### src/vdc_pkg.sv
/*
  constants, register map and command codes of the video dram controller.
  assumes a 200 mhz system clock and a dual-port video dram on the pins.
*/
`default_nettype none

package vdc_pkg;
  // ****************************************
  // widths and clock
  // ****************************************
  localparam int CLK_NS  = 5;
  localparam int CNT_W   = 16;
  localparam int BUS_AW  = 4;
  localparam int BUS_DW  = 16;
  localparam int DQ_W    = 8;
  localparam int ADR_W   = 8;
  localparam int CMD_W   = 3;
  localparam int ROW_LSB = 8;
  localparam int COL_LSB = 0;

  // ****************************************
  // timing, in ns and in cycles
  // ****************************************
  localparam int RCD_NS     = 30;
  localparam int CAS_NS     = 70;
  localparam int PRE_NS     = 70;
  localparam int SH_HALF_NS = 20;
  localparam int PWR_NS     = 200000;
  localparam int REF_WIN_NS = 4000000;
  localparam int REF_ROWS   = 256;
  localparam int PWR_CYC    = PWR_NS / CLK_NS;
  localparam logic [CNT_W-1:0] RCD_CYC =
    CNT_W'((RCD_NS + CLK_NS - 1) / CLK_NS);
  localparam logic [CNT_W-1:0] CAS_CYC =
    CNT_W'((CAS_NS + CLK_NS - 1) / CLK_NS);
  localparam logic [CNT_W-1:0] PRE_CYC =
    CNT_W'((PRE_NS + CLK_NS - 1) / CLK_NS);
  localparam logic [CNT_W-1:0] SH_CYC =
    CNT_W'((SH_HALF_NS + CLK_NS - 1) / CLK_NS);
  // a longest interval, so rounded down
  localparam logic [CNT_W-1:0] REF_CYC =
    CNT_W'(REF_WIN_NS / (REF_ROWS * CLK_NS));
  localparam logic [3:0] INIT_CYCLES = 4'h8;

  // ****************************************
  // register map and fields
  // ****************************************
  localparam logic [BUS_AW-1:0] REG_CTRL  = 4'h0;
  localparam logic [BUS_AW-1:0] REG_ADDR  = 4'h1;
  localparam logic [BUS_AW-1:0] REG_WDATA = 4'h2;
  localparam logic [BUS_AW-1:0] REG_MASK  = 4'h3;
  localparam logic [BUS_AW-1:0] REG_SER   = 4'h4;
  localparam logic [BUS_AW-1:0] REG_STAT  = 4'h5;
  localparam logic [BUS_AW-1:0] REG_RDATA = 4'h6;
  localparam int CTRL_CMD_LSB = 0;
  localparam int CTRL_AUTOREF = 4;
  localparam int CTRL_GO      = 7;
  localparam int STAT_BUSY    = 0;
  localparam int STAT_INIT    = 1;
  localparam int STAT_SBUSY   = 2;
  localparam int STAT_SOUT    = 3;
  localparam int STAT_REFP    = 4;

  // ****************************************
  // types
  // ****************************************
  typedef enum logic [CMD_W-1:0] {
    CMD_READ, CMD_WRITE, CMD_MASK_WR, CMD_RD_XFER,
    CMD_PSEUDO_WR, CMD_COL_FIRST_REF, CMD_ROW_ONLY_REF
  } vdc_cmd_t;
  typedef enum logic [2:0] {
    ST_PWR, ST_IDLE, ST_SETUP, ST_ROW, ST_COL, ST_PRE
  } vdc_st_t;
  typedef enum logic [1:0] {SS_IDLE, SS_SET, SS_HI, SS_LO} vdc_sst_t;
endpackage

`default_nettype wire

### src/vdc_sync_if.sv
/*
  carries one asynchronous bus into a synchroniser and its safe copy out.
  assumes the raw side is a pin and the safe side is the system clock.
*/
`timescale 1ns/1ps
`default_nettype none

interface vdc_sync_if #(parameter int W = 8);
  logic [W-1:0] raw;
  logic [W-1:0] safe;
  modport mst (output raw, input safe);
  modport slv (input raw, output safe);
endinterface

`default_nettype wire

### src/vdc_sync.sv
/*
  two-flop synchroniser for a bus of pin inputs.
  assumes the bits are sampled independently; no word coherency.
*/
`timescale 1ns/1ps
`default_nettype none

module vdc_sync #(
  parameter int W = 8
) (
  input wire logic clk_i,
  input wire logic rst_n_i,
  vdc_sync_if.slv  sy
);
  typedef struct packed {
    logic [W-1:0] meta;
    logic [W-1:0] safe;
  } vdc_sync_t;

  vdc_sync_t q;
  vdc_sync_t d;

  // the first stage feeds the second and nothing else
  always_comb begin
    d      = q;
    d.meta = sy.raw;
    d.safe = q.meta;
  end

  always_ff @(posedge clk_i) begin
    if (!rst_n_i) begin
      q <= '0;
    end else begin
      q <= d;
    end
  end

  assign sy.safe = q.safe;
endmodule

`default_nettype wire

### src/vdc_ctrl.sv
/*
  host-side controller of a dual-port video dram: random port cycles,
  transfers, refresh, power-up sequence and single serial clock pulses.
  assumes a plain register port on the system clock and the dram pins
  outside; pin inputs are synchronised before use.
*/
// The register offsets and the strobed register port were decided locally.
// What this block does
// - device refreshes three ways; host gives 256 refreshes per 4 ms.
// - row address at row strobe fall, column at column strobe fall.
// - masked write: mask-enable low, new mask on data pins at row fall.
// - read transfer: row at row fall, tap at column fall.
// - write data valid at the later of column fall or write enable.
// - after power-up wait, then 8 refresh and 8 serial clocks.
// - 16-bit address goes as row byte then column byte.
`timescale 1ns/1ps
`default_nettype none

module vdc_ctrl #(
  parameter int PWR_WAIT_CYC = vdc_pkg::PWR_CYC
) (
  // clock and reset
  input  wire logic                       SYS_CLK_I,
  input  wire logic                       RST_N_I,
  // register port
  input  wire logic [vdc_pkg::BUS_AW-1:0] BUS_ADDR_I,
  input  wire logic [vdc_pkg::BUS_DW-1:0] BUS_WDATA_I,
  input  wire logic                       BUS_WR_I,
  input  wire logic                       BUS_RD_I,
  output logic      [vdc_pkg::BUS_DW-1:0] BUS_RDATA_O,
  // random port pins
  output logic                            ROW_STROBE_N_O,
  output logic                            COL_STROBE_N_O,
  output logic      [vdc_pkg::ADR_W-1:0]  ADDR_O,
  output logic                            WRITE_MASK_ENABLE_N_O,
  output logic                            TRANSFER_OUTPUT_ENABLE_N_O,
  input  wire logic [vdc_pkg::DQ_W-1:0]   MASK_DATA_IO_I,
  output logic      [vdc_pkg::DQ_W-1:0]   MASK_DATA_IO_O,
  output logic                            MASK_DATA_IO_OE_O,
  // serial port pins
  output logic                            SERIAL_ENABLE_N_O,
  output logic                            SERIAL_SHIFT_CLOCK_O,
  input  wire logic [vdc_pkg::DQ_W-1:0]   SERIAL_DATA_IO_I,
  output logic      [vdc_pkg::DQ_W-1:0]   SERIAL_DATA_IO_O,
  output logic                            SERIAL_DATA_IO_OE_O
);
  import vdc_pkg::*;

  // ****************************************
  // state
  // ****************************************
  typedef struct packed {
    vdc_st_t            st;
    vdc_cmd_t           cmd;
    vdc_cmd_t           cmd_req;
    logic               cmd_pend;
    logic [CNT_W-1:0]   tmr;
    logic [CNT_W-1:0]   ref_tmr;
    logic [CNT_W-1:0]   stmr;
    logic [3:0]         init_cnt;
    logic [3:0]         s_left;
    logic [3:0]         hlp_rfall;
    logic               ref_pend;
    logic               autoref;
    logic               init_done;
    logic               ser_out;
    logic [BUS_DW-1:0]  addr;
    logic [DQ_W-1:0]    wdata;
    logic [DQ_W-1:0]    mask;
    logic [DQ_W-1:0]    rdata;
    logic [DQ_W-1:0]    sdata;
    logic [ADR_W-1:0]   addr_o;
    logic [DQ_W-1:0]    dq_o;
    logic [DQ_W-1:0]    sdq_o;
    logic               ras_n;
    logic               cas_n;
    logic               wmen_n;
    logic               xfer_n;
    logic               dq_oe;
    logic               ser_en_n;
    logic               shift_clk;
    logic               sdq_oe;
    vdc_sst_t           sst;
    logic [BUS_DW-1:0]  rd;
  } vdc_state_t;

  vdc_state_t q;
  vdc_state_t d;

  vdc_sync_if #(.W(DQ_W)) dq_if ();
  vdc_sync_if #(.W(DQ_W)) sdq_if ();

  assign dq_if.raw  = MASK_DATA_IO_I;
  assign sdq_if.raw = SERIAL_DATA_IO_I;

  vdc_sync #(.W(DQ_W)) u_dq_sync (
    .clk_i   (SYS_CLK_I),
    .rst_n_i (RST_N_I),
    .sy      (dq_if.slv)
  );

  vdc_sync #(.W(DQ_W)) u_sdq_sync (
    .clk_i   (SYS_CLK_I),
    .rst_n_i (RST_N_I),
    .sy      (sdq_if.slv)
  );

  // ****************************************
  // next state
  // ****************************************
  always_comb begin
    logic     go;
    logic     wr;
    logic     colc;
    vdc_cmd_t go_cmd;
    go     = 1'b0;
    go_cmd = CMD_COL_FIRST_REF;
    wr     = (q.cmd == CMD_WRITE) || (q.cmd == CMD_MASK_WR);
    colc   = (q.cmd != CMD_COL_FIRST_REF) && (q.cmd != CMD_ROW_ONLY_REF);
    d      = q;
    d.rd   = '0;

    // register writes; a command while one waits is dropped
    if (BUS_WR_I) begin
      case (BUS_ADDR_I)
        REG_CTRL: begin
          d.autoref = BUS_WDATA_I[CTRL_AUTOREF];
          if (BUS_WDATA_I[CTRL_GO] && !q.cmd_pend &&
              BUS_WDATA_I[CTRL_CMD_LSB +: CMD_W] <= CMD_ROW_ONLY_REF) begin
            d.cmd_pend = 1'b1;
            d.cmd_req  = vdc_cmd_t'(BUS_WDATA_I[CTRL_CMD_LSB +: CMD_W]);
          end
        end
        REG_ADDR:  d.addr  = BUS_WDATA_I;
        REG_WDATA: d.wdata = BUS_WDATA_I[DQ_W-1:0];
        REG_MASK:  d.mask  = BUS_WDATA_I[DQ_W-1:0];
        REG_SER: begin
          if (q.init_done && q.sst == SS_IDLE && q.s_left == '0) begin
            d.s_left = 4'h1;
            d.sdata  = BUS_WDATA_I[DQ_W-1:0];
          end
        end
        default: ;
      endcase
    end

    // register reads, data in the next cycle only
    if (BUS_RD_I) begin
      case (BUS_ADDR_I)
        REG_CTRL:  d.rd[CTRL_AUTOREF] = q.autoref;
        REG_ADDR:  d.rd = q.addr;
        REG_WDATA: d.rd[DQ_W-1:0] = q.wdata;
        REG_MASK:  d.rd[DQ_W-1:0] = q.mask;
        REG_SER:   d.rd[DQ_W-1:0] = q.sdata;
        REG_RDATA: d.rd[DQ_W-1:0] = q.rdata;
        REG_STAT: begin
          d.rd[STAT_BUSY]  = (q.st != ST_IDLE) || q.cmd_pend;
          d.rd[STAT_INIT]  = q.init_done;
          d.rd[STAT_SBUSY] = (q.sst != SS_IDLE) || (q.s_left != '0);
          d.rd[STAT_SOUT]  = q.ser_out;
          d.rd[STAT_REFP]  = q.ref_pend;
        end
        default: ;
      endcase
    end

    // ****************************************
    // random port sequencer
    // ****************************************
    case (q.st)
      ST_PWR: begin
        if (q.tmr == CNT_W'(PWR_WAIT_CYC - 1)) begin
          d.st       = ST_IDLE;
          d.init_cnt = INIT_CYCLES;
          d.s_left   = INIT_CYCLES;
        end else begin
          d.tmr = q.tmr + 1'b1;
        end
      end
      ST_IDLE: begin
        if (q.init_cnt != '0) begin
          go         = 1'b1;
          d.init_cnt = q.init_cnt - 1'b1;
        end else if (q.ref_pend) begin
          go         = 1'b1;
          d.ref_pend = 1'b0;
        end else if (q.cmd_pend && q.init_done &&
                     !((q.cmd_req == CMD_RD_XFER ||
                        q.cmd_req == CMD_PSEUDO_WR) &&
                       (q.sst != SS_IDLE || q.s_left != '0))) begin
          // transfers wait for the serial side to be quiet
          go         = 1'b1;
          go_cmd     = q.cmd_req;
          d.cmd_pend = 1'b0;
        end
      end
      ST_SETUP: begin
        if (q.tmr == '0) begin
          d.st    = ST_ROW;
          d.tmr   = RCD_CYC - 1'b1;
          d.ras_n = 1'b0;
          if (!q.init_done) begin
            d.hlp_rfall = q.hlp_rfall + 1'b1;
          end
        end else begin
          d.tmr = q.tmr - 1'b1;
        end
      end
      ST_ROW: begin
        if (q.tmr == '0) begin
          d.st     = ST_COL;
          d.tmr    = CAS_CYC - 1'b1;
          // early write: enable falls before the column strobe
          d.wmen_n = !wr;
          d.dq_oe  = wr;
          d.dq_o   = q.wdata;
          d.xfer_n = !(q.cmd == CMD_READ || q.cmd == CMD_RD_XFER);
          if (colc) begin
            d.addr_o = q.addr[COL_LSB +: ADR_W];
          end
        end else begin
          d.tmr = q.tmr - 1'b1;
        end
      end
      ST_COL: begin
        if (colc) begin
          d.cas_n = 1'b0;
        end
        if (q.tmr == '0) begin
          d.st     = ST_PRE;
          d.tmr    = PRE_CYC - 1'b1;
          d.ras_n  = 1'b1;
          d.cas_n  = 1'b1;
          d.wmen_n = 1'b1;
          d.xfer_n = 1'b1;
          d.dq_oe  = 1'b0;
          if (q.cmd == CMD_READ) begin
            d.rdata = dq_if.safe;
          end
          // the serial pins follow the last transfer kind
          if (q.cmd == CMD_RD_XFER) begin
            d.ser_out = 1'b1;
          end else if (q.cmd == CMD_PSEUDO_WR) begin
            d.ser_out = 1'b0;
          end
        end else begin
          d.tmr = q.tmr - 1'b1;
        end
      end
      ST_PRE: begin
        if (q.tmr == '0) begin
          d.st = ST_IDLE;
        end else begin
          d.tmr = q.tmr - 1'b1;
        end
      end
      default: d.st = ST_IDLE;
    endcase

    // pins for the row strobe fall are set one phase early
    if (go) begin
      d.st     = ST_SETUP;
      d.cmd    = go_cmd;
      d.tmr    = RCD_CYC - 1'b1;
      d.addr_o = q.addr[ROW_LSB +: ADR_W];
      d.cas_n  = !(go_cmd == CMD_COL_FIRST_REF);
      d.wmen_n = !(go_cmd == CMD_MASK_WR || go_cmd == CMD_PSEUDO_WR);
      d.xfer_n = !(go_cmd == CMD_RD_XFER || go_cmd == CMD_PSEUDO_WR);
      d.dq_oe  = (go_cmd == CMD_MASK_WR);
      d.dq_o   = q.mask;
    end

    // ****************************************
    // serial clock pulses
    // ****************************************
    case (q.sst)
      SS_IDLE: begin
        if (q.s_left != '0 && q.st != ST_SETUP && q.st != ST_ROW) begin
          d.sst    = SS_SET;
          d.s_left = q.s_left - 1'b1;
          // init pulses leave serial access disabled
          d.ser_en_n = !q.init_done;
          d.sdq_oe   = q.init_done && !q.ser_out;
          d.sdq_o    = q.sdata;
        end
      end
      SS_SET: begin
        d.sst       = SS_HI;
        d.stmr      = SH_CYC - 1'b1;
        d.shift_clk = 1'b1;
      end
      SS_HI: begin
        if (q.stmr == '0) begin
          d.sst       = SS_LO;
          d.stmr      = SH_CYC - 1'b1;
          d.shift_clk = 1'b0;
        end else begin
          d.stmr = q.stmr - 1'b1;
        end
      end
      SS_LO: begin
        if (q.stmr == '0) begin
          d.sst      = SS_IDLE;
          d.ser_en_n = 1'b1;
          d.sdq_oe   = 1'b0;
          if (q.init_done && q.ser_out) begin
            d.sdata = sdq_if.safe;
          end
        end else begin
          d.stmr = q.stmr - 1'b1;
        end
      end
      default: d.sst = SS_IDLE;
    endcase

    if (q.st == ST_IDLE && !q.init_done && q.init_cnt == '0 &&
        q.s_left == '0 && q.sst == SS_IDLE) begin
      d.init_done = 1'b1;
    end

    // refresh timer; a new request beats the clear above
    if (q.init_done && q.autoref) begin
      if (q.ref_tmr == '0) begin
        d.ref_tmr  = REF_CYC - 1'b1;
        d.ref_pend = 1'b1;
      end else begin
        d.ref_tmr = q.ref_tmr - 1'b1;
      end
    end
  end

  // the dram powers up with strobes high and the pins released
  always_ff @(posedge SYS_CLK_I) begin
    if (!RST_N_I) begin
      q          <= '0;
      q.ras_n    <= 1'b1;
      q.cas_n    <= 1'b1;
      q.wmen_n   <= 1'b1;
      q.xfer_n   <= 1'b1;
      q.ser_en_n <= 1'b1;
    end else begin
      q <= d;
    end
  end

  assign BUS_RDATA_O                = q.rd;
  assign ROW_STROBE_N_O             = q.ras_n;
  assign COL_STROBE_N_O             = q.cas_n;
  assign ADDR_O                     = q.addr_o;
  assign WRITE_MASK_ENABLE_N_O      = q.wmen_n;
  assign TRANSFER_OUTPUT_ENABLE_N_O = q.xfer_n;
  assign MASK_DATA_IO_O             = q.dq_o;
  assign MASK_DATA_IO_OE_O          = q.dq_oe;
  assign SERIAL_ENABLE_N_O          = q.ser_en_n;
  assign SERIAL_SHIFT_CLOCK_O       = q.shift_clk;
  assign SERIAL_DATA_IO_O           = q.sdq_o;
  assign SERIAL_DATA_IO_OE_O        = q.sdq_oe;
endmodule

`default_nettype wire

### config.mk
export PLATFORM = sky130hd
export DESIGN_NAME = vdc_ctrl
export DESIGN_NICKNAME = d
export VERILOG_FILES = /design/src/vdc_pkg.sv /design/src/vdc_sync_if.sv /design/src/vdc_sync.sv /design/src/vdc_ctrl.sv
export SDC_FILE = /design/constraint.sdc
export NUM_CORES = 1
export LEC_CHECK = 0
export BUFFER_PORTS_ARGS = -buffer_cell sky130_fd_sc_hd__buf_2
export CAP_MARGIN = 10
export CORE_MARGIN = 2
export CORE_UTILIZATION = 49
export DETAILED_ROUTE_END_ITERATION = 12
export PLACE_DENSITY = 0.76
export SLEW_MARGIN = 20
export SYNTH_ARGS = -nofsm -noshare
export SYNTH_HDL_FRONTEND = slang
export SYNTH_SLANG_ARGS = --single-unit
### constraint.sdc
create_clock -name SYS_CLK_I -period 3 [get_ports SYS_CLK_I]
set_input_delay 0.3 -clock SYS_CLK_I [delete_from_list [all_inputs] [get_ports SYS_CLK_I]]
set_output_delay 0.3 -clock SYS_CLK_I [all_outputs]
set_load 0.005 [all_outputs]
### Word-level counts from Yosys, hierarchy flattened

Cells that the tools add are included.

* register bits: 200
* input bits: 40
* output and inout bits: 48
* logic and storage cells: 260

* add/sub/neg operators: 6
* magnitude comparators: 1
* eq/ne operators: 50
* muxes and demuxes: 78
* bitwise operators: 2
* reductions and logical operators: 85

Operators by type and width (count)
* 2-to-1 mux 16 bit: 10
* 2-to-1 mux 8 bit: 8
* one-hot mux 16 bit (4 select lines): 1
* logical NOT 16 bit: 3
* one-hot mux 16 bit (3 select lines): 1
* subtractor 16 x 1 -> 16 bit (second input constant): 3
* 2-to-1 mux 3 bit: 13
* AND reduction 3 bit: 12
* 2-to-1 mux 4 bit: 8
* inequality test 3 bit (second input constant): 9
* inequality test 2 bit (second input constant): 12
* one-hot mux 4 bit (6 select lines): 1
* 2-to-1 mux 1 bit: 23
* == test 3 x 2 -> 1 bit (second input constant): 7
* AND reduction 2 bit: 10
* nonzero test 2 bit: 10
* == test 3 bit (second input constant): 6
* one-hot mux 3 bit (6 select lines): 1
* logical AND 1 bit: 17
* adder 16 x 1 -> 16 bit (second input constant): 1
* == test 16 bit (second input constant): 1
* one-hot mux 3 bit (5 select lines): 1
* == test 4 x 3 -> 1 bit (second input constant): 3
* logical NOT 4 bit: 3
* 27 further kinds: 58

### Logic depth before layout (Yosys ltp)

* depth after elaboration: 13
* gate-level depth with buffers: 12
* mapped depth without buffers: 8

### Hierarchy

A second synthesis with hierarchy kept.

* cell total of the unflattened synthesis: 1110
* area total of the unflattened synthesis: 9296.4 um^2

By module, submodules not included
* vdc_ctrl: times used 1, cells an instance 1044, area an instance 8403.1 um^2
* vdc_sync: times used 2, cells an instance 33, area an instance 446.7 um^2

### Worst setup path after synthesis

OpenSTA, ideal clock, no wires.

* path type: reg-to-reg
* from: register q[146] (netlist name)
* to: register q[156] (netlist name)
* setup time: 0.124 ns
* arrival time: 2.534 ns
* path slack: 0.342 ns
* cell stages (with the launch flop): 13
* period minus slack after synthesis: 2.658 ns
* path through: dfxtp_1 > inv_1 > ha_1 > or4b_1 > clkbuf_1 > or4_1 > clkbuf_1 > a211o_1 > and2_4 > buf_6 > buf_6 > o21ai_0 > nor3_1

* cells in the longest elaborated chain, start to end: 3
* elaborated cells on any way between the ends: 12

Ends and longest elaborated chain
* start: declaration: RTL line vdc_ctrl.sv:87 `vdc_state_t q;`
* subtractor 16 x 1 -> 16 bit, or another cell as far along
* 2-to-1 mux 16 bit, or another cell as far along: RTL line vdc_ctrl.sv:251 `if (q.tmr == '0) begin`
* one-hot mux 16 bit (4 select lines) or AND reduction 3 bit (tied branches)

Parallel ways exist; a longest one is shown, timed or not. The select of a mux whose other input is x is not followed.
A chain may end at the register's enable or synchronous reset.

### Final worst setup path

* from: register q[146] (netlist name)
* to: register q[155] (netlist name)

The elaborated chain is that of the path after synthesis.

==> impl_metrics.json <==
{
  "ys_seq_elements": 200,
  "finalHoldViolCount": 0,
  "routed_wl_microns": 22100,
  "rows": 50,
  "yosysUniqueCellTypes": 70,
  "syn2layout_area_growth_pct": 11.4,
  "vias": 7781,
  "dr.first_iter.drc_count": 596,
  "setup_viol_count_final": 0,
  "rsz0062_at_grt": "no",
  "critPathLaunchType": "flop",
  "avgSynthCellArea_sq_um": 8.59,
  "clockBufferDepth": 2,
  "drtAntennaViolNets": 0,
  "cts_setup_buffers": 0,
  "clock_latency_ns": 0.43,
  "max_freq_mhz": 352,
  "numCtsBuffers": 17,
  "power_leakage_nw": 4.10,
  "worstMarginPinSlew_ns": 0.937,
  "crit_required_ns": 3.32,
  "antenna_found_initial": 1,
  "fin_crit_ns": 2.84,
  "combPwrFrac": 0.217,
  "via_per_inst": 5.74,
  "busiest_layer": "met2",
  "min-delay-start": "MASK_DATA_IO_I[6]",
  "use_met1": 0.277,
  "grt_start_max_net_pins": 88,
  "power_frac_clock": 0.348,
  "wl_per_cell_microns": 16.3,
  "clock-root-buffer": "clkbuf_16",
  "p_seq_frac": 0.435,
  "power_density_mw_per_mm2": 669,
  "grtUsageMet2": 0.381,
  "status": "completed",
  "yosys_warnings": 0,
  "cp-end-kind": "flop",
  "drtPass1Iterations": 5,
  "htreeDepth": 4,
  "netSwitchingFraction": 0.294,
  "drive_above_1_share": 0.160,
  "nets": 1163,
  "core_area_sq_mm": 0.0185,
  "path_clk_slew_ns": 0.07,
  "finalNonFillerCells": 1355,
  "die_w_microns": 141,
  "ys_async_sr_fraction": 0,
  "cts_tree": "built",
  "grt_pass1_vias": 7235,
  "place.gp.congestion": 0.944,
  "intPower_w": 0.00483,
  "synth_flop_cell": "dfxtp_1",
  "syn_nets": 1122,
  "start_util": 0.496,
  "clkSinkCount": 200,
  "ir_drop_v": 0.000447,
  "dieArea_sq_mm": 0.0199,
  "worst_ep_arrival_time_ns": 3.16,
  "dpl.cell_count": 1325,
  "grt_first_pass_wirelength_microns": 35800,
  "hpwlAfterDp_microns": 15200,
  "p_switching_w": 0.00201,
  "max-cap-violations": 0,
  "io_pins": 88,
  "portBuffers": 87,
  "synth-edff-count": 0,
  "drc": 0,
  "crit_fanout": 12,
  "post-route-period-util": 0.946,
  "ys_seq_area_frac": 0.436,
  "syn_area_sq_mm": 0.00919,
  "grt-ovfl-total": 0,
  "crit_type": "flop to flop",
  "synth_cells": 1069,
  "fin_skew_ns": 0.00882,
  "grt_use_total": 0.222,
  "nFillCells": 1708,
  "register_area_sq_mm": 0.00400,
  "grt_util_met3": 0.0367,
  "startpoint": "q[146]",
  "hold_class": "input port to flop",
  "slew_headroom": 0.375,
  "die_y_microns": 141,
  "final.setup.tns_ns": 0,
  "r2r-start": "q[146]",
  "finalMaxSlewViolations": 0,
  "multi_input_area_sq_mm": 0.00453
}
[path summary, 6_finish.rpt]
check | end | slack (ns) | cells past startpoint
setup / recovery | q[155] | 0.16 | 10
setup reg to reg | q[155] | 0.16 | 10
hold / removal | u_dq_sync.d[6] | 0.07 | 2
hold reg to reg | u_sdq_sync.sy.safe[1] | 0.43 | 1
[registers in the layout, summed over array words and instances (netlist names)]
| signal | cells |
|---|---|
| TRANSFER_OUTPUT_ENABLE_N_O | 1 |
| u_dq_sync.d | 8 |
| MASK_DATA_IO_OE_O | 1 |
| u_sdq_sync.sy.safe | 8 |
| COL_STROBE_N_O | 1 |
| SERIAL_SHIFT_CLOCK_O | 1 |
| WRITE_MASK_ENABLE_N_O | 1 |
| MASK_DATA_IO_O | 8 |
| u_sdq_sync.d | 8 |
| SERIAL_ENABLE_N_O | 1 |
| q | 120 |
| ADDR_O | 8 |
| ROW_STROBE_N_O | 1 |
| u_dq_sync.sy.safe | 8 |
| SERIAL_DATA_IO_OE_O | 1 |
| BUS_RDATA_O | 16 |
| SERIAL_DATA_IO_O | 8 |
[metal layers]
metal  part of all wire  up-vias  wire (microns)
met5                  0        -               0
met4              0.029        0             635
met3              0.050       49            1120
met2               0.49      243           10800
met1               0.43     3684            9580
li1                   -     3805               -
[layout by cell type (no fill, tap or decap), types with 22 or more instances in the layout]
master   count
a21oi_1     91
o21ai_0     31
buf_4       38
buf_2       87
nand2_1    110
mux2i_1     45
dfxtp_1    200
xnor2_1     22
and2_1      48
nor3_1      37
nor2_1     113
[cells in the mapped netlist, types with 4 or more instances]
cell type / number / share of area
a211oi_1: 15 / 0.012
a21oi_1: 91 / 0.050
a22oi_1: 16 / 0.013
a31oi_1: 12 / 0.0082
and2_1: 48 / 0.033
and3_1: 9 / 0.0061
buf_4: 41 / 0.034
buf_6: 4 / 0.0049
clkbuf_1: 52 / 0.021
dfxtp_1: 200 / 0.44
ha_1: 13 / 0.018
inv_1: 20 / 0.0082
mux2_2: 9 / 0.011
mux2i_1: 45 / 0.049
nand2_1: 111 / 0.045
nand2b_1: 7 / 0.0048
nand3_1: 19 / 0.010
nand3b_1: 5 / 0.0041
nand4_1: 5 / 0.0034
nor2_1: 113 / 0.046
nor2b_1: 8 / 0.0054
nor3_1: 37 / 0.020
nor3b_1: 7 / 0.0057
nor4_1: 15 / 0.010
o211ai_1: 4 / 0.0033
o21ai_0: 31 / 0.017
o221a_2: 4 / 0.0049
o22ai_1: 4 / 0.0027
o31ai_1: 10 / 0.0082
o41ai_1: 4 / 0.0038
or3_1: 5 / 0.0034
or4_1: 10 / 0.0082
xnor2_1: 22 / 0.021
xor2_1: 11 / 0.010
[stage by stage]
stage	power (W)	hold slack, ns	worst slack, ns	area, sq um	utilization
2_1_floorplan	0.00409	0.412	0.342	9190	-
3_3_place_gp	0.00445	0.413	0.265	9620	0.520
3_5_place_dp	0.00448	0.418	0.151	9620	0.520
4_1_cts	0.00686	0.0600	0.118	10200	0.552
5_1_grt	0.00718	0.0695	0.00169	10200	0.553
6_report	0.00685	0.0693	0.161	10200	0.553
[area by class of cell]
cell class,instances,area share
Tap cell,234,0.0286
Sequential cell,200,0.391
Timing Repair Buffer,125,0.0704
Inverter,21,0.00770
Multi-Input combinational cell,745,0.443
Antenna cell,1,0.000245
Clock buffer,19,0.0423
Clock inverter,10,0.0166
[worst max-delay path, cell delays in order (launching register included)]
cell and delay, ns:
dfxtp_1 0.36, inv_1 0.10, ha_1 0.21, or4b_1 0.56
or4_1 0.48, buf_4 0.21, o21ai_1 0.25, buf_4 0.19
nor2_1 0.05, o31ai_1 0.23, a21oi_1 0.09
[power groups by stage]
stage          combinational [W]  sequential, W  clock [W]
6_report                 0.00148        0.00298    0.00238
5_1_grt                  0.00165        0.00300    0.00252
4_1_cts                  0.00148        0.00297    0.00241
3_5_place_dp             0.00145        0.00303          0
3_3_place_gp             0.00143        0.00302          0
2_1_floorplan            0.00110        0.00300          0
[kinds of logic (layout without fill, tap and decap cells)]
kind of cell,count (synthesis),after routing,share of synthesized area
other cells,0,1,0
buf+inv,124,175,0.0711
flops,200,200,0.436
fa+ha+maj,13,13,0.0177
compound gates,223,223,0.155
mux,54,54,0.0601
xor+xnor,33,33,0.0315
simple gates,422,422,0.229
[repair_timing]
action / in CTS / in global routing
setup endpoints to repair: 0 / 2
gates resized for setup: 0 / 1
hold buffers: 0 / 0
No activity file was read; power rests on OpenSTA's default activity.
